**src/rtl/icw_pkg.sv**
```systemverilog
// Package: constants and carrier types of the I2C configuration write slave
package icw_pkg;

   // ********************************************************
   // Addressing and command decode
   // ********************************************************
   localparam logic [3:0] ADDR_HIGH     = 4'b1101;
   localparam logic [2:0] OP_WRITE      = 3'b011;
   localparam logic [4:0] PORT_MAX      = 5'h05;
   localparam int         OP_LSB        = 0;
   localparam int         PSEL_HI_LSB   = 0;
   localparam int         PSEL_LO_BIT   = 7;
   localparam int         BE_LSB        = 2;
   localparam int         AHI_LSB       = 0;
   localparam logic [2:0] CMD_BYTES     = 3'h4;
   localparam logic [2:0] DATA_BYTES    = 3'h4;
   localparam logic [2:0] LAST_BIT      = 3'h7;

   // ********************************************************
   // Reset values and timing
   // ********************************************************
   localparam logic [31:0] DATA_RESET   = 32'h0000_0000;
   localparam logic [11:0] ADDR_RESET   = 12'h000;
   localparam int          CLK_NS       = 40;
   localparam int          HOLD_NS      = 300;
   localparam int          HOLD_CYC     = (HOLD_NS + CLK_NS - 1) / CLK_NS;

   typedef enum logic [2:0] {
      ST_IDLE = 3'b000,
      ST_ADDR = 3'b001,
      ST_CMD  = 3'b010,
      ST_DATA = 3'b011,
      ST_ACK  = 3'b100,
      ST_SKIP = 3'b101
   } icw_state_t;

   // One decoded register write, handed to the configuration space
   typedef struct packed {
      logic [4:0]  port;
      logic [11:0] addr;
      logic [3:0]  be;
      logic [31:0] data;
   } icw_write_t;

   // Bus events found by the edge detector, with the synchronised SDA level
   typedef struct packed {
      logic start;
      logic stop;
      logic rise;
      logic fall;
      logic sda;
   } icw_bus_t;

endpackage

```
**src/rtl/icw_line_sync.sv**
```systemverilog
// Synchroniser and edge finder for the I2C clock and data lines
`timescale 1ns/10ps

module icw_line_sync (
   // Clock and reset
   input  wire logic          clk,
   input  wire logic          rst_n,
   // Raw lines
   input  wire logic          scl_in,
   input  wire logic          sda_in,
   // Events
   output icw_pkg::icw_bus_t  bus
);

   logic [1:0] scl_meta;
   logic [1:0] sda_meta;
   logic       scl_q;
   logic       sda_q;

   // ********************************************************
   // Two-stage synchronisers, then one history stage
   // ********************************************************
   always_ff @(posedge clk) begin
      if (!rst_n) begin
         scl_meta <= 2'b11;
         sda_meta <= 2'b11;
         scl_q    <= 1'b1;
         sda_q    <= 1'b1;
      end else begin
         scl_meta <= {scl_meta[0], scl_in};
         sda_meta <= {sda_meta[0], sda_in};
         scl_q    <= scl_meta[1];
         sda_q    <= sda_meta[1];
      end
   end

   always_comb begin
      bus.rise  = scl_meta[1] & ~scl_q;
      bus.fall  = ~scl_meta[1] & scl_q;
      bus.start = scl_meta[1] & scl_q & sda_q & ~sda_meta[1];
      bus.stop  = scl_meta[1] & scl_q & ~sda_q & sda_meta[1];
      bus.sda   = sda_meta[1];
   end

endmodule

```
**src/rtl/icw_slave.sv**
```systemverilog
// I2C slave that writes switch port configuration registers
`timescale 1ns/10ps

module icw_slave (
   // Clock and reset
   input  wire logic          clk,
   input  wire logic          rst_n,
   // I2C pins
   input  wire logic          scl_in,
   input  wire logic          sda_in,
   output logic               sda_out,
   output logic               sda_oe,
   // Address select pins
   input  wire logic [2:0]    addr_sel,
   // Configuration write port
   output icw_pkg::icw_write_t wr,
   output logic               wr_valid
);

   icw_pkg::icw_bus_t  bus;
   icw_pkg::icw_state_t state;
   logic [2:0]         sel_meta0;
   logic [2:0]         sel;
   logic [7:0]         shreg;
   logic [2:0]         bitcnt;
   logic [2:0]         bytecnt;
   logic               in_data;
   logic               ack_me;
   logic [7:0]         cmd0;
   logic [7:0]         cmd1;
   logic [7:0]         cmd2;
   logic [7:0]         cmd3;
   logic [31:0]        data;
   logic [6:0]         my_addr;
   logic [7:0]         byte_in;
   logic               cmd_ok;
   logic               addr_done;
   logic               ack_hold;

   icw_line_sync u_sync (
      .clk   (clk),
      .rst_n (rst_n),
      .scl_in(scl_in),
      .sda_in(sda_in),
      .bus   (bus)
   );

   // ********************************************************
   // Address select pins, synchronised
   // ********************************************************
   always_ff @(posedge clk) begin
      if (!rst_n) begin
         sel_meta0 <= 3'h0;
         sel       <= 3'h0;
      end else begin
         sel_meta0 <= addr_sel;
         sel       <= sel_meta0;
      end
   end

   assign my_addr = {icw_pkg::ADDR_HIGH, sel};
   assign byte_in = {shreg[6:0], bus.sda};

   // Reserved bits of cmd0..cmd2 are never looked at
   assign cmd_ok = (cmd0[2:0] == icw_pkg::OP_WRITE)
                 && ({cmd1[3:0], cmd2[7]} <= icw_pkg::PORT_MAX);

   // ********************************************************
   // Bit and byte sequencer
   // ********************************************************
   always_ff @(posedge clk) begin
      if (!rst_n) begin
         state     <= icw_pkg::ST_IDLE;
         shreg     <= 8'h00;
         bitcnt    <= 3'h0;
         bytecnt   <= 3'h0;
         in_data   <= 1'b0;
         addr_done <= 1'b0;
         ack_me    <= 1'b0;
         ack_hold  <= 1'b0;
         cmd0      <= 8'h00;
         cmd1      <= 8'h00;
         cmd2      <= 8'h00;
         cmd3      <= 8'h00;
         data      <= icw_pkg::DATA_RESET;
      end else if (bus.start) begin
         state     <= icw_pkg::ST_ADDR;
         bitcnt    <= 3'h0;
         bytecnt   <= 3'h0;
         in_data   <= 1'b0;
         addr_done <= 1'b0;
         ack_me    <= 1'b0;
         ack_hold  <= 1'b0;
      end else if (bus.stop) begin
         state     <= icw_pkg::ST_IDLE;
         ack_me    <= 1'b0;
         ack_hold  <= 1'b0;
      end else begin
         case (state)
            icw_pkg::ST_ADDR, icw_pkg::ST_CMD, icw_pkg::ST_DATA: begin
               if (bus.rise) begin
                  shreg  <= byte_in;
                  bitcnt <= bitcnt + 3'h1;
                  if (bitcnt == icw_pkg::LAST_BIT) begin
                     state    <= icw_pkg::ST_ACK;
                     ack_hold <= 1'b0;
                     if (state == icw_pkg::ST_ADDR) begin
                        // Reads are not served by this block
                        ack_me <= (byte_in == {my_addr, 1'b0});
                     end else if (state == icw_pkg::ST_CMD) begin
                        ack_me <= 1'b1;
                        case (bytecnt[1:0])
                           2'd0: cmd0 <= byte_in;
                           2'd1: cmd1 <= byte_in;
                           2'd2: cmd2 <= byte_in;
                           default: cmd3 <= byte_in;
                        endcase
                     end else begin
                        ack_me <= (bytecnt < icw_pkg::DATA_BYTES);
                        if (bytecnt < icw_pkg::DATA_BYTES) begin
                           data <= {data[23:0], byte_in};
                        end
                     end
                  end
               end
            end
            icw_pkg::ST_ACK: begin
               // First SCL fall opens the ack bit, the second closes it;
               // SDA must not move while SCL is high or a STOP is faked
               if (bus.fall && !ack_hold) begin
                  ack_hold <= 1'b1;
               end else if (bus.fall) begin
                  ack_hold <= 1'b0;
                  if (!ack_me) begin
                     state <= icw_pkg::ST_SKIP;
                  end else if (!addr_done) begin
                     addr_done <= 1'b1;
                     state     <= icw_pkg::ST_CMD;
                  end else if (in_data) begin
                     bytecnt <= bytecnt + 3'h1;
                     state   <= icw_pkg::ST_DATA;
                  end else if (bytecnt == icw_pkg::CMD_BYTES - 3'h1) begin
                     in_data <= 1'b1;
                     bytecnt <= 3'h0;
                     state   <= icw_pkg::ST_DATA;
                  end else begin
                     bytecnt <= bytecnt + 3'h1;
                     state   <= icw_pkg::ST_CMD;
                  end
               end
            end
            default: ;
         endcase
      end
   end

   // ********************************************************
   // Acknowledge drive, held until SCL falls after the ack bit
   // ********************************************************
   always_ff @(posedge clk) begin
      if (!rst_n) begin
         sda_oe  <= 1'b0;
         sda_out <= 1'b1;
      end else begin
         sda_out <= 1'b0;
         if (bus.start || bus.stop || state != icw_pkg::ST_ACK) begin
            sda_oe <= 1'b0;
         end else if (bus.fall) begin
            // Pull low from the fall after bit 8 to the fall after ack
            sda_oe <= ack_me && !ack_hold;
         end
      end
   end

   // ********************************************************
   // Register write issue on STOP after four data bytes
   // ********************************************************
   always_ff @(posedge clk) begin
      if (!rst_n) begin
         wr_valid <= 1'b0;
         wr       <= '0;
      end else begin
         wr_valid <= 1'b0;
         if (bus.stop && in_data && bytecnt >= icw_pkg::DATA_BYTES
             && cmd_ok) begin
            wr_valid <= 1'b1;
            wr.port  <= {cmd1[3:0], cmd2[icw_pkg::PSEL_LO_BIT]};
            wr.be    <= cmd2[5:2];
            wr.addr  <= {cmd2[1:0], cmd3, 2'b00};
            wr.data  <= data;
         end
      end
   end

   // ********************************************************
   // Checks
   // ********************************************************
   a_write_opcode: assert property (@(posedge clk) disable iff (!rst_n)
      wr_valid |-> $past(cmd0[2:0]) == icw_pkg::OP_WRITE)
      else $error("write issued without write opcode");
   a_port_range: assert property (@(posedge clk) disable iff (!rst_n)
      wr_valid |-> wr.port <= icw_pkg::PORT_MAX)
      else $error("port select out of range");
   a_port_form: assert property (@(posedge clk) disable iff (!rst_n)
      wr_valid |-> wr.port == {$past(cmd1[3:0]), $past(cmd2[7])})
      else $error("port select misformed");
   a_addr_low: assert property (@(posedge clk) disable iff (!rst_n)
      wr_valid |-> wr.addr[1:0] == 2'b00)
      else $error("address low bits not zero");
   a_be_form: assert property (@(posedge clk) disable iff (!rst_n)
      wr_valid |-> wr.be == $past(cmd2[5:2]))
      else $error("byte enables misplaced");
   a_no_extra_ack: assert property (@(posedge clk) disable iff (!rst_n)
      (in_data && bytecnt >= icw_pkg::DATA_BYTES
       && state == icw_pkg::ST_ACK) |-> !ack_me)
      else $error("extra data byte acknowledged");
   a_one_pulse: assert property (@(posedge clk) disable iff (!rst_n)
      wr_valid |=> !wr_valid)
      else $error("write strobe longer than one cycle");
   a_ack_low: assert property (@(posedge clk) disable iff (!rst_n)
      sda_oe |-> !sda_out && state == icw_pkg::ST_ACK && ack_me)
      else $error("ack driven high");
   c_write_done: cover property (@(posedge clk) disable iff (!rst_n)
      wr_valid && wr.be == 4'hF);
   c_partial_be: cover property (@(posedge clk) disable iff (!rst_n)
      wr_valid && wr.be != 4'hF);
   c_extra_byte: cover property (@(posedge clk) disable iff (!rst_n)
      state == icw_pkg::ST_SKIP && in_data);

endmodule

```
**config.mk**
```make
export PLATFORM = sky130hd
export DESIGN_NAME = icw_slave
export DESIGN_NICKNAME = d
export VERILOG_FILES = /design/src/rtl/icw_pkg.sv /design/src/rtl/icw_line_sync.sv /design/src/rtl/icw_slave.sv
export SDC_FILE = /design/constraint.sdc
export NUM_CORES = 1
export LEC_CHECK = 0
export ABC_AREA = 1
export BUFFER_PORTS_ARGS = -buffer_cell sky130_fd_sc_hd__buf_2
export CORE_MARGIN = 1
export CORE_UTILIZATION = 40
export DETAILED_ROUTE_END_ITERATION = 10
export PLACE_DENSITY = 0.59
export SYNTH_ARGS = -nofsm -noshare
export SYNTH_HDL_FRONTEND = slang
export SYNTH_SLANG_ARGS = --single-unit
```
**constraint.sdc**
```tcl
create_clock -name clk -period 1.9 [get_ports clk]
set_input_delay 0.095 -clock clk [delete_from_list [all_inputs] [get_ports clk]]
set_output_delay 0.095 -clock clk [all_outputs]
set_load 0.03 [all_outputs]
```
; ---- After elaboration in Yosys (flattened, before gate mapping)
; Cells that the tools add are included.
[classes]
addsub = 2
n_lt_le_gt_ge = 3
eq_ne = 20
mux = 24
n_bitwise = 18
n_reduce_logical = 30
[ops]
columns = cell, count
row1 = 8-bit AND reduction, 5
row2 = 3-bit two-way mux, 7
row3 = "4-bit != test, second input constant", 4
row4 = 1-bit two-way mux, 15
row5 = 5-bit AND reduction, 3
row6 = "3-bit by 2-bit equality test with 1-bit output, second input constant", 4
row7 = 1-bit NOT, 11
row8 = 3-bit OR reduction, 3
row9 = 8-bit equality test, 1
row10 = "2-bit != test, second input constant", 4
row11 = 4-bit AND reduction, 2
row12 = 1-bit AND, 7
row13 = "3-bit by 1-bit adder with 3-bit output, second input constant", 2
row14 = "3-bit equality test, second input constant", 2
row15 = 1-bit logical AND, 6
row16 = "3-bit != test, second input constant", 2
row17 = 3-bit case mux with 2 select lines, 1
row18 = 3-bit AND reduction, 2
row19 = 6-bit AND reduction, 1
row20 = "5-bit by 3-bit less-or-equal comparator with 1-bit output, second input constant", 1
row21 = 4-bit nonzero test, 1
row22 = 2-bit OR reduction, 2
row23 = "3-bit by 1-bit equality test with 1-bit output, second input constant", 1
row24 = "3-bit >= comparator, second input constant", 1
row25 = 8 further kinds, 9
[totals]
reg_bits = 141
out_inout_bits = 56
elab_cells = 124

; ---- Depth between registers and ports, before layout
; Gate-level depths: netlist (run 1).
[depth]
ltp_word = 10
mapped_depth = 11
mapped_depth_nobuf = 11

; ---- Hierarchy
; From an unflattened synthesis (run 1), not the netlist that was laid out.
[unflattened]
cells_unflattened = 700
hier_area_um2 = 5271.3
[by_module_without_submodules]
columns = mod, instances, cells_each, area_per_inst_um2, seq_area_each_um2
row1 = icw_slave, 1, 672, 5064.9, 2682.6
row2 = icw_line_sync, 1, 28, 206.4, 120.1

; ---- Least setup slack after synthesis (run 1)
; OpenSTA, ideal clock, no wires.
[synth_path]
kind = register to register
startpoint = reg bitcnt[0]
endpoint = reg data[10]
arrival_ns = 1.361
t_required_ns = 1.784
slack_ns = 0.423
path_stages_with_launch = 9
n_path_buf = 1
synth_period_minus_slack_ns = 1.477
cell_sequence = dfxtp_1 -> ha_1 -> ha_1 -> nand2_1 -> nor2_2 -> nand4_4 -> clkbuf_2 -> o21ai_0 -> nor2_1
[synth_between]
elab_chain_len = 2
[synth_rtl]
columns = item, line_no
row1 = "start, declared", icw_slave.sv:25  ; logic [2:0] bitcnt;
row2 = "start signal, assigned", icw_slave.sv:103  ; bitcnt <= bitcnt + 3'h1;
row3 = 3-bit equality test, icw_slave.sv:104  ; if (bitcnt == icw_pkg::LAST_BIT) begin
row4 = 8-bit AND reduction (no source line), --
row5 = "end signal, assigned", icw_slave.sv:85  ; data <= icw_pkg::DATA_RESET;
row6 = "end signal, assigned", icw_slave.sv:121  ; data <= {data[23:0], byte_in};
row7 = "end, declared", icw_slave.sv:33  ; logic [31:0] data;
; Every way passes these cells.
; A chain may end at the register's enable or synchronous reset.

; ---- Final worst setup path (run 1)
[layout_path]
startpoint = reg bitcnt[0]
endpoint = reg cmd3[3]
[layout_between]
elab_chain_len = 2
[layout_rtl]
columns = item, line_no
row1 = 3-bit equality test, icw_slave.sv:104
row2 = 8-bit AND reduction (no source line), --
row3 = "end signal, assigned", icw_slave.sv:116  ; default: cmd3 <= byte_in;
row4 = "end, declared", icw_slave.sv:32  ; logic [7:0] cmd3;
; Every way passes these cells.

==> metrics, run 1 <==
Worst EP arrival=about 2000 ps; starting density of the core=0.410; largest net degree at the start of global routing=65; worst slack, placed=~270 ps; power density over the cells=between 900 and 1000 mW/mm^2; # fillers=roughly 1,400; vias in the first global route=between 4,000 and 5,000; worst hold path endpoint=u_sync.scl_q; Worst-Skew Late Latency=roughly 420 ps; Clock Skew=between 7 and 8 ps; fin nets=roughly 860; DRT antenna net count=0; max layer used=met4; critical path class=reg2reg; worst min path class=in2reg; predominant post-synthesis flop cell=dfxtp_1; slowest stage delay, CP=~350 ps; final setup violation count=0; # rows=43; Detail Route met3 WL=~400 um; status=complete, no violations; most common cell in the netlist=nor2_1; Async SR Flop Fraction=0; Core ar.=between 0.01 and 0.015 sq mm; PnR worst setup slack=between 200 and 250 ps; Final period util=0.871; Boundary Pins=63; Post-CTS Repair Setup Buffers=0; TritonCTS buffer count=17; All-Layer GR Usage=0.182; Lkg Pwr=3.13 nW; final number of max-transition violations=0; Crit path buffers/inverters=1; Syn Inst Count=approximately 800; post-synth top area share=0.493; first-pass GRT wire length=between 20,000 and 25,000 um; vias=4,604; Slowest-stage cell, CP=dfxtp_1; CTS tree=done; GR Overflow Total=0; met2 WL=about 5500 um; First DRT Iteration DRCs=about 320; die area=0.0147 sq mm; Crit. End Element=flop; total number of yosys warnings=0; clk slew on worst S/H paths=roughly 50 ps; Post-Route WL=~12,000 um; final hold viol count=0; crit path max fanout=11; r2r startpoint=bitcnt[0]; Peak VDD IR=a little under 0.6 mV; Area Growth Syn to Fin=18.2%; crit path launch type=flop; fin crit period=~1700 ps; HP Start=rst_n; Mapped Area=0.00569 sq mm; # diodes=0; reg2reg end=cmd3[3]; Pre-antenna DRT Iters=4; GP Congestion=0.815; DRC Markers=0; CTS sink cnt=140; Post-synth EDFFs=0; RSZ-0062 raised after global routing=false; top post-synthesis cells by count=nor2_1 (183), nand2_1 (143), dfxtp_1 (140); Area contributors post-synth=dfxtp_1 (49%), nor2_1 (12%), nand2_1 (9.4%); met1 WL=approximately 5700 um; hold depth=2; Port Buffers=60; TNS Setup=0 ps; initial antenna violation count=0; CP top delay family=simple AND/OR/NAND/NOR gates; CP Cell Sequence=ha_1 > ha_1 > nand2_1 > nor2_2 > nand2_1 > inv_1 > o21ai_0 > a21oi_1; post-synthesis cell type with the largest combined area=dfxtp_1; Fmax=~600 MHz; H-Tree Depth=4; CP required=2240 ps; CP Launch Point=bitcnt[0]; clk buf depth=2; sequential area share after synthesis=0.493; worst reg2reg setup slack=between 200 and 250 ps; DIE HEIGHT=between 100 and 150 um; number of max-cap violations=0; layout cells sized above 1=0.134; Routed WL per cell=around 11 um; syn_area_per_cell=just over 7 sq um; Synth cell types=31; Die W=about 120 um; R2R depth=8; via density per instance=4.44; flops & latches, synth=140; HPWL Detailed=~8000 um; CTS root buffer=clkbuf_16
-- power by group --
group	internal (mW)	switching (mW)
combinational	0.0565	0.107
clock	1.82	1.18
sequential	2.95	0.00994
-- flip-flops by register name (all words and copies together) (netlist names), 2 cells and up --
register,cells
shreg,7
u_sync.scl_meta,2
bytecnt,3
data,32
state,3
cmd3,8
u_sync.sda_meta,2
cmd0,3
wr,51
cmd1,4
sel,3
bitcnt,3
sel_meta0,3
cmd2,7
-- worst max-delay path by stage --
| stage | end | cells past startpoint |
|---|---|---|
| 2_1_floorplan | data[10] | 8 |
| 3_3_place_gp | cmd3[3] | 8 |
| 3_5_place_dp | cmd3[4] | 8 |
| 4_1_cts | cmd3[3] | 8 |
| 5_1_grt | cmd3[3] | 8 |
| 6_report | cmd3[3] | 8 |
-- routing by layer --
layer	track usage	vias to the layer above
li1	-	2519
met1	0.228	1994
met2	0.292	69
met3	0.0465	22
met4	0.0826	0
met5	0	-
-- through the flow --
step | std cells | util | instance area (sq um) | power (mW) | hold slack [ps]
after floorplan | 791 | - | 5690 | 3.14 | 193
after global placement | 1005 | 0.443 | 6140 | 3.18 | 278
after detailed placement | 1005 | 0.443 | 6140 | 3.18 | 280
after CTS | 1038 | 0.484 | 6720 | 6.21 | 66.0
after global routing | 1038 | 0.484 | 6720 | 6.37 | 86.8
final | 1038 | 0.484 | 6720 | 6.13 | 75.1
-- area by class of cell --
cell class              count  area (sq um)  share of cell area
clock inverters             8          72.6              0.0108
multi-input cells         500          2240               0.333
inverters                 113           424              0.0631
clock buffers              20           457              0.0679
well taps                 180           225              0.0335
flip-flops and latches    140          2800               0.417
repair buffers             77           505              0.0752
-- timing repair --
item / in CTS / in global routing
hold endpoints to repair: 5 / 0
hold buffers: 5 / 0
gates resized for setup: 0 / 0
-- logic make-up after synthesis --
group	Yosys count	share of synthesized area
flip-flops	140	0.493
other	1	0.000659
AO/OA/AOI/OAI	90	0.0801
buffers and inverters	151	0.115
adder cells (fa/ha/maj)	6	0.0132
XOR/XNOR	2	0.00308
AND/OR/NAND/NOR	400	0.295
-- cells in the final DEF, fill, tap and decap left out --
| cell type | n |
|---|---|
| a21boi_0 | 1 |
| a21oi_1 | 24 |
| a22oi_1 | 1 |
| buf_12 | 5 |
| buf_2 | 59 |
| buf_4 | 8 |
| bufinv_16 | 1 |
| clkbuf_1 | 1 |
| clkbuf_16 | 17 |
| clkbuf_8 | 2 |
| clkinv_2 | 4 |
| clkinvlp_4 | 3 |
| conb_1 | 2 |
| dfxtp_1 | 140 |
| dlygate4sd3_1 | 5 |
| ha_1 | 6 |
| inv_1 | 112 |
| inv_2 | 1 |
| nand2_1 | 143 |
| nand2_4 | 1 |
| nand3_1 | 56 |
| nand3_2 | 2 |
| nand3b_1 | 1 |
| nand4_1 | 1 |
| nand4_4 | 1 |
| nor2_1 | 182 |
| nor2_2 | 3 |
| nor2_4 | 1 |
| nor3_1 | 1 |
| nor3_4 | 3 |
| nor4_1 | 1 |
| o21ai_0 | 59 |
| o21ai_1 | 5 |
| or2_2 | 4 |
| xnor2_1 | 2 |
Note: power is estimated with default switching activity, not from simulation.
==> run 2: changes to the inputs <==
--- a/config.mk
+++ b/config.mk
@@ -10,7 +10,6 @@
 export CORE_MARGIN = 1
 export CORE_UTILIZATION = 40
 export DETAILED_ROUTE_END_ITERATION = 10
-export PLACE_DENSITY = 0.59
 export SYNTH_ARGS = -nofsm -noshare
 export SYNTH_HDL_FRONTEND = slang
 export SYNTH_SLANG_ARGS = --single-unit
==> constraint.sdc (replaced) <==
create_clock -name clk -period 1.8 [get_ports clk]
set_input_delay 0.09 -clock clk [delete_from_list [all_inputs] [get_ports clk]]
set_output_delay 0.09 -clock clk [all_outputs]
set_load 0.03 [all_outputs]
==> run 2 against run 1 <==
  * Flip-flop and latch count is the same
  * Global-route usage is essentially flat
  * Non-clock buffer count shrank 2
  * Sequential power grew 5%
  * Critical path type unchanged
  * Largest cell class unchanged
  * Utilization grew 0.48 points
  * Via count grew 1.5%
  * Highest routed layer unchanged
  * Fmax is essentially flat
==> metrics, run 2 (synthesis results as in run 1) <==
area of the multi-input gates=0.00224 sq mm (about the same); first-pass GRT wire length=20,700 um (was 20,800 um); Post-Route WL=12,200 um (was 11,900 um); Largest register FFs=51 (unchanged); crit path max fanout=64 (was 11); registers with the most flip-flops=wr (51), data (32), cmd3 (8) (unchanged); Clock Skew=6.32 ps (was 7.85 ps); power density over the cells=1020 mW/mm^2 (was 911 mW/mm^2); # fillers=1,429 (was 1,430); Pre-antenna DRT Iters=4 (unchanged); Die W=121 um (unchanged); Util after Layout=0.489 (was 0.484); Boundary Pins=63 (unchanged); # rows=43 (unchanged); Area Growth Syn to Fin=19.4% (was 18.2%); status=complete, no violations (unchanged); CTS root buffer=clkbuf_16 (unchanged); GP Congestion=0.818 (was 0.815); clk slew on worst S/H paths=60 ps (was 50 ps); final setup violation count=0 (unchanged); crit path launch type=flop (unchanged); Peak VDD IR=0.680 mV (was 0.579 mV); Post-CTS Repair Setup Buffers=0 (unchanged); critical path class=reg2reg (unchanged); clk buf depth=2 (unchanged); GR Overflow Total=0 (unchanged); H-Tree Depth=4 (unchanged); number of max-cap violations=0 (unchanged); CP required=2110 ps (was 2240 ps); Lkg Pwr=3.17 nW (was 3.13 nW); layout cells sized above 1=0.136 (was 0.134); DRC Markers=0 (unchanged); vias in the first global route=4,425 (was 4,330); fin crit period=1650 ps (was 1660 ps); Port Buffers=60 (unchanged); die area=0.0147 sq mm (unchanged); via density per instance=4.49 (was 4.44); largest net degree at the start of global routing=65 (unchanged); worst slack, placed=168 ps (was 266 ps); most common cell after layout, fill and taps aside=nor2_1 (unchanged); Largest Register=wr (unchanged); vias=4,672 (was 4,604); Final period util=0.919 (was 0.871); initial antenna violation count=0 (unchanged); PnR worst setup slack=145 ps (was 245 ps); DRT antenna net count=0 (unchanged); Worst-Skew Late Latency=420 ps (about the same); CTS sink cnt=140 (unchanged); starting density of the core=0.410 (unchanged); Routed WL per cell=11.7 um (was 11.5 um); final number of max-transition violations=0 (unchanged); Worst EP arrival=1960 ps (was 2000 ps); All-Layer GR Usage=0.181 (was 0.182); Fmax=604 MHz (about the same); First DRT Iteration DRCs=316 (was 315); commonest non-fill, non-tap cells in the layout=nor2_1 (182), nand2_1 (142), dfxtp_1 (140) (was nor2_1 (182), nand2_1 (143), dfxtp_1 (140)); final hold viol count=0 (unchanged); DIE HEIGHT=121 um (unchanged); Core ar.=0.0139 sq mm (unchanged); TNS Setup=0 ps (unchanged); RSZ-0062 raised after global routing=false (unchanged); Crit. End Element=flop (unchanged); TritonCTS buffer count=17 (unchanged); HPWL Detailed=8060 um (was 8020 um); # diodes=0 (unchanged); fin nets=860 (was 862); worst min path class=in2reg (unchanged); register area=0.00280 sq mm (unchanged); CTS tree=done (unchanged)
run 2: changes by cell type in the layout (fill, tap and decap cells not counted), sizes merged:
cell,previous run,this run
clkbuf,20,23
buf,72,70
bufinv,1,3
clkinv,4,2
inv,113,115
clkinvlp,3,2
run 2: repair_timing:
item	4_1_cts	5_1_grt
hold buffers	5	0
resized for setup	0	1
setup endpoints to repair	0	1
hold endpoints to repair	5	0
run 2: routing by layer:
metal | up-vias | part of all wire | track usage
met5 | - | 0 | 0
met4 | 0 | 0.017 | 0.0687
met3 | 17 | 0.039 | 0.0545
met2 | 76 | 0.46 | 0.295
met1 | 2059 | 0.49 | 0.225
li1 | 2520 | - | -
run 2: cell type report:
cell class                 instances  area share
inverter                         113      0.0625
clock inverter                     9      0.0195
timing repair buffer              75      0.0704
multi-input combinational        500       0.330
sequential                       140       0.413
tap                              180      0.0332
clock buffer                      23      0.0719
run 2: worst max-delay path, cell delays in order, from the launching register on:
cell and delay (ps):
dfxtp_1 350, ha_1 160, ha_1 160, nand2_1 90
nor2_2 170, nand4_4 110, buf_12 200, o21ai_0 220
nor2_1 60
run 2: through the flow:
| stage | instances | hold WS [ps] | total power, mW | cell area, sq um |
|---|---|---|---|---|
| 3_3_place_gp | 1003 | 273 | 3.36 | 6120 |
| 5_1_grt | 1040 | 116 | 7.21 | 6790 |
| 3_5_place_dp | 1003 | 276 | 3.36 | 6120 |
| 2_1_floorplan | 791 | 188 | 3.32 | 5690 |
| 4_1_cts | 1040 | 79.3 | 7.03 | 6790 |
| 6_report | 1040 | 94.1 | 6.95 | 6790 |
run 2: path summary, 6_finish.rpt:
kind,slack [ps],from,end,cells after the start
setup / recovery,150,bitcnt[0],data[12],8
hold / removal,90,rst_n,cmd2[0],3
setup reg to reg,150,bitcnt[0],data[12],8
hold reg to reg,410,sel_meta0[0],sel[0],2
run 2: power breakdown:
group | total [mW] | leakage, nW | switching [mW] | internal, mW
sequential | 3.12 | 1.13 | 0.00990 | 3.11
combinational | 0.173 | 1.74 | 0.115 | 0.0581
clock | 3.66 | 0.300 | 1.32 | 2.33
total | 6.95 | 3.17 | 1.45 | 5.50
